--- src/core/fspc_defines.vh ---
/*
 * Constants of the flash self-program control block: register offsets,
 * field positions, reset values and the instruction window lengths.
 * Assumes inclusion by bare name from the core/ design files.
 */
`ifndef FSPC_DEFINES_VH
`define FSPC_DEFINES_VH

// apb byte offsets, one aligned word each
`define FSPC_OFS_CTRL 8'h00
`define FSPC_OFS_IRQ_STAT 8'h04
`define FSPC_OFS_IRQ_MASK 8'h08
`define FSPC_OFS_LOCK 8'h0C
`define FSPC_OFS_FUSE 8'h10

// self_program_ctrl_status fields
`define FSPC_B_SPE 0
`define FSPC_B_ERASE 1
`define FSPC_B_WRITE 2
`define FSPC_B_LOCKSET 3
`define FSPC_B_RDEN 4
`define FSPC_B_UNUSED 5
`define FSPC_B_BUSY 6
`define FSPC_B_IRQEN 7
`define FSPC_CTRL_RESET 8'h00

// interrupt status / mask fields
`define FSPC_IRQ_N 3
`define FSPC_IB_READY 0
`define FSPC_IB_LOCK 1
`define FSPC_IB_TIMEOUT 2
`define FSPC_IRQ_RESET 3'h0

// lock bits value after reset
`define FSPC_LOCK_RESET 8'hFF

// instruction windows in clock cycles
`define FSPC_STORE_WIN 3'h4
`define FSPC_LOAD_WIN 3'h3

// application reset vector
`define FSPC_APP_VECTOR 16'h0000

`endif

--- src/core/fspc_window_timer.v ---
/*
 * Window timer: opens for COUNT cycles after start, closes early on stop,
 * and gives a one-cycle expire pulse when it runs out unused.
 * Assumes start and stop are synchronous single-cycle strobes.
 */
`default_nettype none

module fspc_window_timer #(
    parameter WIDTH = 3,
    parameter [WIDTH-1:0] COUNT = 3'h4
) (
    input wire core_clk_i,
    input wire rst_i,
    input wire start_i,
    input wire stop_i,
    output wire active_o,
    output reg expire_o
);

    reg [WIDTH-1:0] cnt_ff;

    assign active_o = (cnt_ff != {WIDTH{1'b0}});

    always @(posedge core_clk_i) begin
        if (rst_i) begin
            cnt_ff <= {WIDTH{1'b0}};
            expire_o <= 1'b0;
        end else begin
            expire_o <= 1'b0;
            if (start_i) begin
                cnt_ff <= COUNT;
            end else if (stop_i) begin
                cnt_ff <= {WIDTH{1'b0}};
            end else if (active_o) begin
                cnt_ff <= cnt_ff - {{(WIDTH-1){1'b0}}, 1'b1};
                if (cnt_ff == {{(WIDTH-1){1'b0}}, 1'b1}) begin
                    expire_o <= 1'b1;
                end
            end
        end
    end

endmodule

`default_nettype wire

--- src/core/fspc_irq_bank.v ---
/*
 * Sticky interrupt status with write-one-to-clear and a mask register.
 * A set in the same cycle as a clear wins. Assumes one-cycle event pulses.
 */
`default_nettype none

module fspc_irq_bank #(
    parameter N = 3
) (
    input wire core_clk_i,
    input wire rst_i,
    input wire [N-1:0] event_i,
    input wire [N-1:0] clear_i,
    input wire mask_we_i,
    input wire [N-1:0] mask_i,
    output reg [N-1:0] status_o,
    output reg [N-1:0] mask_o,
    output reg irq_o
);

    genvar i;
    generate
        for (i = 0; i < N; i = i + 1) begin : g_bit
            always @(posedge core_clk_i) begin
                if (rst_i) begin
                    status_o[i] <= 1'b0;
                end else if (event_i[i]) begin
                    status_o[i] <= 1'b1;
                end else if (clear_i[i]) begin
                    status_o[i] <= 1'b0;
                end
            end
        end
    endgenerate

    always @(posedge core_clk_i) begin
        if (rst_i) begin
            mask_o <= {N{1'b0}};
            irq_o <= 1'b0;
        end else begin
            if (mask_we_i) begin
                mask_o <= mask_i;
            end
            // one cycle behind status, keeps the output a plain flop
            irq_o <= |(status_o & mask_o);
        end
    end

endmodule

`default_nettype wire

--- src/core/fspc_top.v ---
/*
 * Flash self-program control: control/status register, store and load
 * instruction windows, section busy tracking, lock bits, reset vector and
 * interrupts, reached over APB.
 * Assumes the core gives one-cycle instruction strobes and the flash
 * controller a one-cycle done pulse; all inputs are synchronous.
 */
// Summary of operation
// - reset vector zero unless boot fuse programmed
// - fuses are read only to software
// - ready irq while enabled and program idle
// - erase or write sets section busy
// - busy flag blocks section access
// - busy clears on read enable or load
// - self-program enable clears on completion
// - read-enable store in window reopens section
// - no reopen while operation in progress
// - read enable during loading discards buffer
// - lock-set store copies r0 into locks
// - lock-set clears on finish or timeout
// - load in window returns lock or fuse
// - bit five always reads zero
`default_nettype none
`include "fspc_defines.vh"

module fspc_top #(
    parameter [15:0] BOOT_VECTOR = 16'h0F00,
    parameter [7:0] LOCK_RESET = `FSPC_LOCK_RESET
) (
    input wire core_clk_i,
    input wire rst_i,
    // apb slave
    input wire psel_i,
    input wire penable_i,
    input wire pwrite_i,
    input wire [7:0] paddr_i,
    input wire [31:0] pwdata_i,
    output reg [31:0] prdata_o,
    output reg pready_o,
    output reg pslverr_o,
    // processor core side
    input wire store_program_instr_i,
    input wire load_program_instr_i,
    input wire [7:0] r0_data_i,
    input wire z0_i,
    input wire global_irq_en_i,
    output reg [7:0] load_data_o,
    output reg load_valid_o,
    output reg ready_irq_o,
    // flash side
    input wire flash_done_i,
    input wire [7:0] fuse_bits_i,
    input wire boot_reset_fuse_i,
    output reg page_erase_o,
    output reg page_write_o,
    output reg page_load_o,
    output reg buffer_discard_o,
    output reg section_blocked_o,
    output reg [7:0] lock_bits_o,
    output reg [15:0] reset_vector_o,
    output reg irq_o
);

    function sel_hit;
        input [7:0] addr;
        input [7:0] ofs;
        begin
            sel_hit = (addr == ofs);
        end
    endfunction

    // control bits
    reg spe_ff;
    reg erase_ff;
    reg write_ff;
    reg lockset_ff;
    reg rden_ff;
    reg busy_ff;
    reg irqen_ff;
    reg op_busy_ff;
    reg buf_loaded_ff;
    reg nxt_spe;
    reg nxt_erase;
    reg nxt_write;
    reg nxt_lockset;
    reg nxt_rden;
    reg nxt_busy;
    reg nxt_op_busy;
    reg nxt_buf_loaded;

    wire [`FSPC_IRQ_N-1:0] irq_status;
    wire [`FSPC_IRQ_N-1:0] irq_mask;
    wire [7:0] ctrl_rd;

    // both windows are short, so one narrow counter width serves them
    localparam WIN_W = 3;

    // apb decode; a request completes in its first access cycle
    wire apb_access = psel_i & penable_i & pready_o;
    wire apb_wr = apb_access & pwrite_i;
    wire wr_ctrl = apb_wr & sel_hit(paddr_i, `FSPC_OFS_CTRL);
    wire wr_stat = apb_wr & sel_hit(paddr_i, `FSPC_OFS_IRQ_STAT);
    wire wr_mask = apb_wr & sel_hit(paddr_i, `FSPC_OFS_IRQ_MASK);
    wire addr_ok = sel_hit(paddr_i, `FSPC_OFS_CTRL) |
                   sel_hit(paddr_i, `FSPC_OFS_IRQ_STAT) |
                   sel_hit(paddr_i, `FSPC_OFS_IRQ_MASK) |
                   sel_hit(paddr_i, `FSPC_OFS_LOCK) |
                   sel_hit(paddr_i, `FSPC_OFS_FUSE);

    wire w_spe = pwdata_i[`FSPC_B_SPE];
    wire w_rden = pwdata_i[`FSPC_B_RDEN];
    wire w_lockset = pwdata_i[`FSPC_B_LOCKSET];
    wire w_erase = pwdata_i[`FSPC_B_ERASE];
    wire w_write = pwdata_i[`FSPC_B_WRITE];
    wire w_irqen = pwdata_i[`FSPC_B_IRQEN];

    // windows
    wire store_win_open;
    wire store_win_exp;
    wire load_win_open;
    // a store outside its window is ignored, exactly like a late one
    wire store_take = store_program_instr_i & store_win_open & spe_ff;
    // a lone lock-set bit without the enable opens nothing
    wire load_start = wr_ctrl & ~op_busy_ff & w_spe & w_lockset;
    wire store_start = wr_ctrl & ~op_busy_ff & w_spe;

    fspc_window_timer #(
        .WIDTH(WIN_W),
        .COUNT(`FSPC_STORE_WIN)
    ) u_store_win (
        .core_clk_i(core_clk_i),
        .rst_i(rst_i),
        .start_i(store_start),
        .stop_i(store_take),
        .active_o(store_win_open),
        .expire_o(store_win_exp)
    );

    fspc_window_timer #(
        .WIDTH(WIN_W),
        .COUNT(`FSPC_LOAD_WIN)
    ) u_load_win (
        .core_clk_i(core_clk_i),
        .rst_i(rst_i),
        .start_i(load_start),
        .stop_i(1'b0),
        .active_o(load_win_open),
        .expire_o()
    );

    // store instruction decode, one command at a time
    wire cmd_erase = store_take & erase_ff;
    wire cmd_write = store_take & write_ff & ~erase_ff;
    wire cmd_lock = store_take & lockset_ff & ~erase_ff & ~write_ff;
    wire cmd_rden = store_take & rden_ff & ~lockset_ff & ~erase_ff & ~write_ff;
    wire cmd_load = store_take & ~rden_ff & ~lockset_ff & ~erase_ff & ~write_ff;
    wire op_done = op_busy_ff & flash_done_i;
    // only words left by plain page loads can be thrown away
    wire rden_discard = wr_ctrl & w_rden & buf_loaded_ff & ~op_busy_ff;
    wire win_timeout = store_win_exp & spe_ff & ~op_busy_ff;

    always @* begin
        nxt_spe = spe_ff;
        nxt_erase = erase_ff;
        nxt_write = write_ff;
        nxt_lockset = lockset_ff;
        nxt_rden = rden_ff;
        nxt_busy = busy_ff;
        nxt_op_busy = op_busy_ff;
        nxt_buf_loaded = buf_loaded_ff;
        // while programming, the command bits are frozen
        if (wr_ctrl & ~op_busy_ff) begin
            nxt_spe = w_spe;
            nxt_erase = w_erase;
            nxt_write = w_write;
            nxt_lockset = w_lockset;
            nxt_rden = w_rden;
        end
        if (rden_discard) begin
            nxt_buf_loaded = 1'b0;
        end
        if (cmd_erase | cmd_write) begin
            nxt_busy = 1'b1;
            nxt_op_busy = 1'b1;
        end
        if (cmd_load) begin
            nxt_busy = 1'b0;
            nxt_buf_loaded = 1'b1;
            nxt_spe = 1'b0;
        end
        if (cmd_rden) begin
            nxt_busy = 1'b0;
            nxt_rden = 1'b0;
            nxt_spe = 1'b0;
        end
        if (cmd_lock) begin
            nxt_lockset = 1'b0;
            nxt_spe = 1'b0;
        end
        // a stale enable must not arm a store much later
        if (win_timeout) begin
            nxt_spe = 1'b0;
            nxt_erase = 1'b0;
            nxt_write = 1'b0;
            nxt_lockset = 1'b0;
            nxt_rden = 1'b0;
        end
        // completion is decoded last so it wins over anything in the same cycle
        if (op_done) begin
            nxt_op_busy = 1'b0;
            nxt_spe = 1'b0;
            nxt_erase = 1'b0;
            nxt_write = 1'b0;
            // a write empties the page buffer into flash
            nxt_buf_loaded = 1'b0;
        end
    end

    always @(posedge core_clk_i) begin
        if (rst_i) begin
            spe_ff <= 1'b0;
            erase_ff <= 1'b0;
            write_ff <= 1'b0;
            lockset_ff <= 1'b0;
            rden_ff <= 1'b0;
            busy_ff <= 1'b0;
            irqen_ff <= 1'b0;
            op_busy_ff <= 1'b0;
            buf_loaded_ff <= 1'b0;
        end else begin
            spe_ff <= nxt_spe;
            erase_ff <= nxt_erase;
            write_ff <= nxt_write;
            lockset_ff <= nxt_lockset;
            rden_ff <= nxt_rden;
            busy_ff <= nxt_busy;
            op_busy_ff <= nxt_op_busy;
            buf_loaded_ff <= nxt_buf_loaded;
            if (wr_ctrl) begin
                irqen_ff <= w_irqen;
            end
        end
    end

    assign ctrl_rd = {irqen_ff, busy_ff, 1'b0, rden_ff,
                      lockset_ff, write_ff, erase_ff, spe_ff};

    // flash strobes, lock bits, ready request and blocking
    always @(posedge core_clk_i) begin
        if (rst_i) begin
            page_erase_o <= 1'b0;
            page_write_o <= 1'b0;
            page_load_o <= 1'b0;
            buffer_discard_o <= 1'b0;
            section_blocked_o <= 1'b0;
            lock_bits_o <= LOCK_RESET;
            ready_irq_o <= 1'b0;
        end else begin
            page_erase_o <= cmd_erase;
            page_write_o <= cmd_write;
            page_load_o <= cmd_load;
            buffer_discard_o <= rden_discard;
            // next value, so the pin never lags the busy bit by a cycle
            section_blocked_o <= nxt_busy;
            // only register zero matters; pointer and other data are ignored
            if (cmd_lock) begin
                lock_bits_o <= r0_data_i;
            end
            // a level, not a pulse: the core keeps taking it while idle
            ready_irq_o <= irqen_ff & global_irq_en_i & ~spe_ff;
        end
    end

    // lock or fuse readback inside the load window
    always @(posedge core_clk_i) begin
        if (rst_i) begin
            load_data_o <= 8'h00;
            load_valid_o <= 1'b0;
        end else begin
            load_valid_o <= 1'b0;
            // the store window keeps running; its timeout tidies up afterwards
            if (load_program_instr_i & load_win_open & lockset_ff & spe_ff) begin
                load_data_o <= z0_i ? fuse_bits_i : lock_bits_o;
                load_valid_o <= 1'b1;
            end
        end
    end

    // vector follows the fuse; nothing here can write a fuse
    always @(posedge core_clk_i) begin
        if (rst_i) begin
            // taken only in reset, so a later fuse change has no effect
            reset_vector_o <= boot_reset_fuse_i ? `FSPC_APP_VECTOR : BOOT_VECTOR;
        end
    end

    // events: program finished, lock update done, window ran out
    wire [`FSPC_IRQ_N-1:0] irq_events;
    assign irq_events[`FSPC_IB_READY] = spe_ff & ~nxt_spe;
    assign irq_events[`FSPC_IB_LOCK] = cmd_lock;
    assign irq_events[`FSPC_IB_TIMEOUT] = win_timeout;

    fspc_irq_bank #(
        .N(`FSPC_IRQ_N)
    ) u_irq (
        .core_clk_i(core_clk_i),
        .rst_i(rst_i),
        .event_i(irq_events),
        .clear_i(pwdata_i[`FSPC_IRQ_N-1:0] & {`FSPC_IRQ_N{wr_stat}}),
        .mask_we_i(wr_mask),
        .mask_i(pwdata_i[`FSPC_IRQ_N-1:0]),
        .status_o(irq_status),
        .mask_o(irq_mask),
        .irq_o(irq_o)
    );

    // apb slave, zero wait states; fuse word is read only
    always @(posedge core_clk_i) begin
        if (rst_i) begin
            pready_o <= 1'b0;
            pslverr_o <= 1'b0;
            prdata_o <= 32'h00000000;
        end else begin
            pready_o <= psel_i & ~penable_i;
            // unmapped words still complete at once, with an error
            pslverr_o <= psel_i & ~penable_i & ~addr_ok;
            prdata_o <= 32'h00000000;
            if (psel_i & ~penable_i & ~pwrite_i) begin
                case (paddr_i)
                    `FSPC_OFS_CTRL: prdata_o <= {24'h000000, ctrl_rd};
                    `FSPC_OFS_IRQ_STAT: prdata_o <= {29'h00000000, irq_status};
                    `FSPC_OFS_IRQ_MASK: prdata_o <= {29'h00000000, irq_mask};
                    `FSPC_OFS_LOCK: prdata_o <= {24'h000000, lock_bits_o};
                    `FSPC_OFS_FUSE: prdata_o <= {23'h000000, boot_reset_fuse_i,
                                                 fuse_bits_i};
                    default: prdata_o <= 32'h00000000;
                endcase
            end
        end
    end

endmodule

`default_nettype wire

--- config.mk ---
export PLATFORM = sky130hd
export DESIGN_NAME = fspc_top
export DESIGN_NICKNAME = d
export VERILOG_FILES = /design/src/core/fspc_window_timer.v /design/src/core/fspc_irq_bank.v /design/src/core/fspc_top.v
export VERILOG_INCLUDE_DIRS = /design/src /design/src/core
export SDC_FILE = /design/constraint.sdc
export NUM_CORES = 1
export LEC_CHECK = 0
export ABC_AREA = 1
export BUFFER_PORTS_ARGS = -buffer_cell sky130_fd_sc_hd__buf_2
export CORE_ASPECT_RATIO = 1.4
export CORE_MARGIN = 4
export CORE_UTILIZATION = 45
export CTS_CLUSTER_DIAMETER = 50
export DETAILED_ROUTE_END_ITERATION = 6
export GPL_ROUTABILITY_DRIVEN = 1
export PLACE_DENSITY = 0.86
export REMOVE_ABC_BUFFERS = 1
export SYNTH_ARGS = -nofsm -noshare
export SYNTH_HDL_FRONTEND = slang
export SYNTH_SLANG_ARGS = --single-unit
export TNS_END_PERCENT = 10
--- constraint.sdc ---
create_clock -name core_clk_i -period 1.9 [get_ports core_clk_i]
set_input_delay 0.19 -clock core_clk_i [delete_from_list [all_inputs] [get_ports core_clk_i]]
set_output_delay 0.19 -clock core_clk_i [all_outputs]
set_load 0.01 [all_outputs]
# Word level (Yosys, flattened, before mapping)
# Cells that the tools add are included.
# op_classes
add_sub_neg,2
eq_ne,5
mux,24
bitwise,59
reduce_logical,19
# op_table
operator,count
$pmux 9 s5,1
$and 1x1->1,40
$reduce_or 3->1,6
$eq 8x4->1 const B,2
$mux 1,16
$mux 12,1
$not 1->1,12
$reduce_bool 2->1,5
$mux 3,3
$reduce_bool 3->1,3
$eq 8x3->1 const B,1
$eq 8x5->1 const B,1
$logic_not 8->1,1
$mux 8,1
$and 3x3->3,2
$reduce_or 2->1,3
$sub 3x1->3 const B,2
$or 1x1->1,5
$mux 2,2
$reduce_or 4->1,1
$eq 3x1->1 const B,1
# totals
regBits,95
inputBits,67
out_inout_bits,74
wordCells,140

# Longest topological paths before layout
# depth
ltp_word,15
ltp_mapped,10
ltp_nobuf,10

# Hierarchy
# A second synthesis with hierarchy kept.
# unflattened
cells_unflattened,416
hier_area_um2,3037.9
# by_module_without_submodules
module,instances,cells_each,area_per_inst_um2,seq_area_each_um2
fspc_top,1,325,2334.7,870.8
fspc_irq_bank,1,33,246.5,140.1
fspc_window_timer at u_load_win,1,29,231.5,80.1
fspc_window_timer at u_store_win,1,29,225.2,80.1

# Worst setup path after synthesis
# No wires, ideal clock.
# synth_timing
kind,reg2reg
from,register u_store_win.cnt_ff[0]
to,register lock_bits_o[0]
setup_ns,0.123
arrival_time_ns,1.301
t_required_ns,1.777
setup_slack_ns,0.476
path_stages_with_launch,10
n_path_buf,1
period_less_slack_ns,1.424
cell_sequence,dfxtp_1 -> inv_1 -> ha_1 -> nand2_2 -> nand3_4 -> nor2_4 -> inv_2 -> nor2_8 -> buf_6 -> o21ai_0
# synth_via
elab_chain_cells,6
# synth_rtl
item,line,text
start: declaration,fspc_window_timer.v:20,reg [WIDTH-1:0] cnt_ff;
start signal: assignment,fspc_window_timer.v:26,cnt_ff <= {WIDTH{1'b0}};
start signal: assignment,fspc_window_timer.v:33,cnt_ff <= {WIDTH{1'b0}};
start signal: assignment,fspc_window_timer.v:35,"cnt_ff <= cnt_ff - {{(WIDTH-1){1'b0}}, 1'b1};"
$reduce_bool 3->1,fspc_window_timer.v:22,assign active_o = (cnt_ff != {WIDTH{1'b0}});
$and 1x1->1 (2 in series),fspc_top.v:122,wire store_take = store_program_instr_i & store_win_open & spe_ff;
$and 1x1->1 (3 in series),fspc_top.v:154,wire cmd_lock = store_take & lockset_ff & ~erase_ff & ~write_ff;
end signal: assignment,fspc_top.v:267,lock_bits_o <= r0_data_i;
end: declaration,fspc_top.v:59,"output reg [7:0] lock_bits_o,"
# Every way passes these cells.
# A chain may end at the register's enable or synchronous reset.

# Worst setup path in the final report
# layout_timing
from,register u_store_win.cnt_ff[0]
to,register lockset_ff
# layout_via
elab_chain_cells,7
# layout_rtl
item,line,text
$reduce_bool 3->1,fspc_window_timer.v:22,
$and 1x1->1 (2 in series),fspc_top.v:122,
$and 1x1->1 (3 in series),fspc_top.v:154,
$reduce_or 3->1 (no line),n/a,
end signal: assignment,fspc_top.v:234,lockset_ff <= nxt_lockset;
end: declaration,fspc_top.v:76,reg lockset_ff;
# Every way passes these cells.

==> summary.txt <==
CP Capture Type -> flip-flop
Top delay family on crit path -> simple AND/OR/NAND/NOR gates
Most frequent cells in the layout -> buf_2, dfxtp_1, nand2_1, a21oi_1, inv_1
Routed Antenna Nets -> 0
Layout cells sized above 1 -> 26.5%
Synth Instances -> 366
Worst-Margin Slew -> 0.613 ns
Crit path max fanout -> 17
Largest net degree at the start of global routing -> 18
Vias after detailed routing -> 2602
Number of synthesized flops with an enable pin -> 1
Placer Congestion -> 0.871
Synth unique cells -> 36
DR iter-0 viols -> 234
Crit path to -> lockset_ff$_SDFFE_PP0N_
Worst Hold Class -> in -> reg
Synth Cell Area -> 0.00281 mm2
Commonest non-fill, non-tap cell in the layout -> buf_2
Synth warn -> 0
Clock-pin slew on the worst setup and hold paths -> 0.06 ns
Crit Path Category -> reg -> reg
R2R setup slack -> 0.24 ns
#FFs+latches synth -> 57
Clk_lat worst skew -> 0.33 ns
Post-route minimum period -> 1.66 ns
R2R depth -> 10
Wire per inst -> 13.1 um
Crit path DAT -> 1.88 ns
Max Fclk -> 0.602 GHz
Critical path origin -> u_store_win.cnt_ff[0]$_SDFFE_PP0N_
Max_slew headroom -> 58.8%
PwrDens -> 893 mW/mm2
Clock root cell -> clkbuf_8
# setup viols final -> 0
Post-Route Setup TNS -> 0 ns
Die W -> 74.7 um
Num CTS Buffers -> 9
Worst Skew -> 0.00948 ns
Gr usage total -> 18.3%
GRT Max-Usage Layer -> met2
CP required -> 2.12 ns
Path length in cells of the critical path -> 10
Vias in the first global route -> 2455
Avg Cell Area, Syn -> 7.67 um2
Final hold vios -> 0
Reg-to-reg critical path startpoint -> u_store_win.cnt_ff[0]$_SDFFE_PP0N_
Final period util -> 87.4%
Worst vdd ir -> 0.513 mV
Detailed-route DRC error count -> 0
Count of final max-slew check failures -> 0
Core Region -> 0.00595 mm2
Power Total -> 0.00296 W
CTS sink count -> 57
DIE AREA -> 0.00758 mm2
Primary FF master, synth -> dfxtp_1
RSZ-0062 raised after global routing -> false
Antenna violations before repair -> 0
Bufs on Longest Clock Path -> 2
Routed WL -> 6830 um
Fin nets -> 519
M1 GR Usage -> 20.8%
H-tree levels -> 3
Register area share after synthesis -> 41.0%
Met2 Usage GRT -> 31.0%
Layout area overhead -> 18.3%
Share of flip-flops with an asynchronous set or reset -> 0%
# IOs -> 141
Final setup margin -> 0.239 ns
Postcts setup bufs -> 0
Cell chain of the critical path -> inv_1, ha_1, nand2_2, nand3_4, nor2_4, inv_2, nor2_8, inv_1, nand3_1, a21oi_1
DIE HEIGHT -> 101 um
Max stage delay on crit path -> 0.34 ns
CTS tree -> yes
Routed vias/inst -> 4.98
Buf/Inv on CP -> 3
Gr ovfl total -> 0
Drt first pass iters -> 5
Most used cell, CP -> inv_1
Row count -> 33
First-pass GRT wire length -> 10700 um
Met3 GRT Util -> 5.26%
Max capacitance violation total -> 0
PostCTS Resize Cnt -> 0
Slowest stage cell, crit path -> dfxtp_1
Worst slack at placement -> 0.255 ns
Static leakage -> 1.72 nW
Hpwl dp -> 5300 um
Cts-stage hold buffer count -> 0
Initial core utilization -> 47.2%
R2R Path End -> lockset_ff$_SDFFE_PP0N_
Status -> finished clean
CP startpoint kind -> flip-flop
Port bufs -> 79
Ant. Diodes -> 0
==> stage by stage <==
stage | util [%] | hold slack, ns | instance area [um2] | instances
2_1_floorplan | - | 0.252 | 2600 | 353
3_3_place_gp | 52.3 | 0.395 | 3110 | 506
3_5_place_dp | 52.3 | 0.397 | 3110 | 506
4_1_cts | 55.8 | 0.0464 | 3320 | 522
5_1_grt | 55.8 | 0.0643 | 3320 | 522
6_report | 55.8 | 0.0563 | 3320 | 522
==> registers in the layout (all words and copies together) (netlist names), 3 cells and up <==
| name | count |
|---|---|
| load_data_o | 8 |
| lock_bits_o | 8 |
| prdata_o | 9 |
| u_irq.mask_o | 3 |
| u_irq.status_o | 3 |
| u_load_win.cnt_ff | 3 |
| u_store_win.cnt_ff | 3 |
==> cell usage after synthesis, types with 4 or more instances <==
library cell | instances | area (um2)
inv_1 | 41 | 154
dfxtp_1 | 56 | 1120
buf_2 | 4 | 20.0
nand3_1 | 18 | 90.1
ha_1 | 5 | 62.6
buf_4 | 39 | 293
nand2_1 | 51 | 191
o21ai_1 | 5 | 25.0
nor2_1 | 28 | 105
nor3_1 | 5 | 25.0
a21oi_1 | 45 | 225
nand4_1 | 4 | 25.0
o21ai_0 | 26 | 130
nand2_2 | 5 | 31.3
==> cell type report <==
class,instances,area [um2]
clock buffers,14,173
well taps,70,87.6
fillers,593,2630
repair buffers,83,425
clock inverters,2,35.0
flip-flops and latches,57,1150
inverters,45,170
multi-input cells,251,1280
==> how the worst min path moves through the flow <==
stage | from | endpoint | slack, ns | cells after the start
2_1_floorplan | rst_i | u_irq.status_o[0]$_SDFFE_PP0P_ | 0.25 | 1
3_3_place_gp | pwrite_i | prdata_o[8]$_SDFF_PP0_ | 0.40 | 2
4_1_cts | pwrite_i | prdata_o[8]$_SDFF_PP0_ | 0.05 | 2
3_5_place_dp | pwrite_i | prdata_o[8]$_SDFF_PP0_ | 0.40 | 2
6_report | pwrite_i | prdata_o[8]$_SDFF_PP0_ | 0.06 | 2
5_1_grt | pwrite_i | prdata_o[8]$_SDFF_PP0_ | 0.06 | 2
==> power breakdown <==
group / leakage, nW / switching [W] / total [W] / internal, W
sequential: 0.463 / 0.0000345 / 0.00129 / 0.00126
clock: 0.107 / 0.000454 / 0.00117 / 0.000712
combinational: 1.15 / 0.000306 / 0.000503 / 0.000197
==> per-layer routing <==
metal | share of wire, % | up-vias
li1 | - | 1275
met1 | 36 | 1174
met2 | 52 | 137
met3 | 9.1 | 16
met4 | 2.9 | 0
met5 | 0 | -
==> worst reg2reg max path: cells and delay by family, from the launching register on <==
family / cells / cell delay (ns)
AOI/OAI and AO/OA: 1 / 0.05
adders and majority gates: 1 / 0.24
buffers and inverters: 3 / 0.26
DFF: 1 / 0.34
and+or+nand+nor: 5 / 0.68
==> cells by family after synthesis <==
| family | synth area share (%) |
|---|---|
| AO/OA/AOI/OAI | 14.7 |
| XOR/XNOR | 0.936 |
| adder cells (fa/ha/maj) | 2.23 |
| buffers and inverters | 18.0 |
| flip-flops | 41.0 |
| other | 0.134 |
| AND/OR/NAND/NOR | 23.0 |
(Power assumes the default switching activity.)
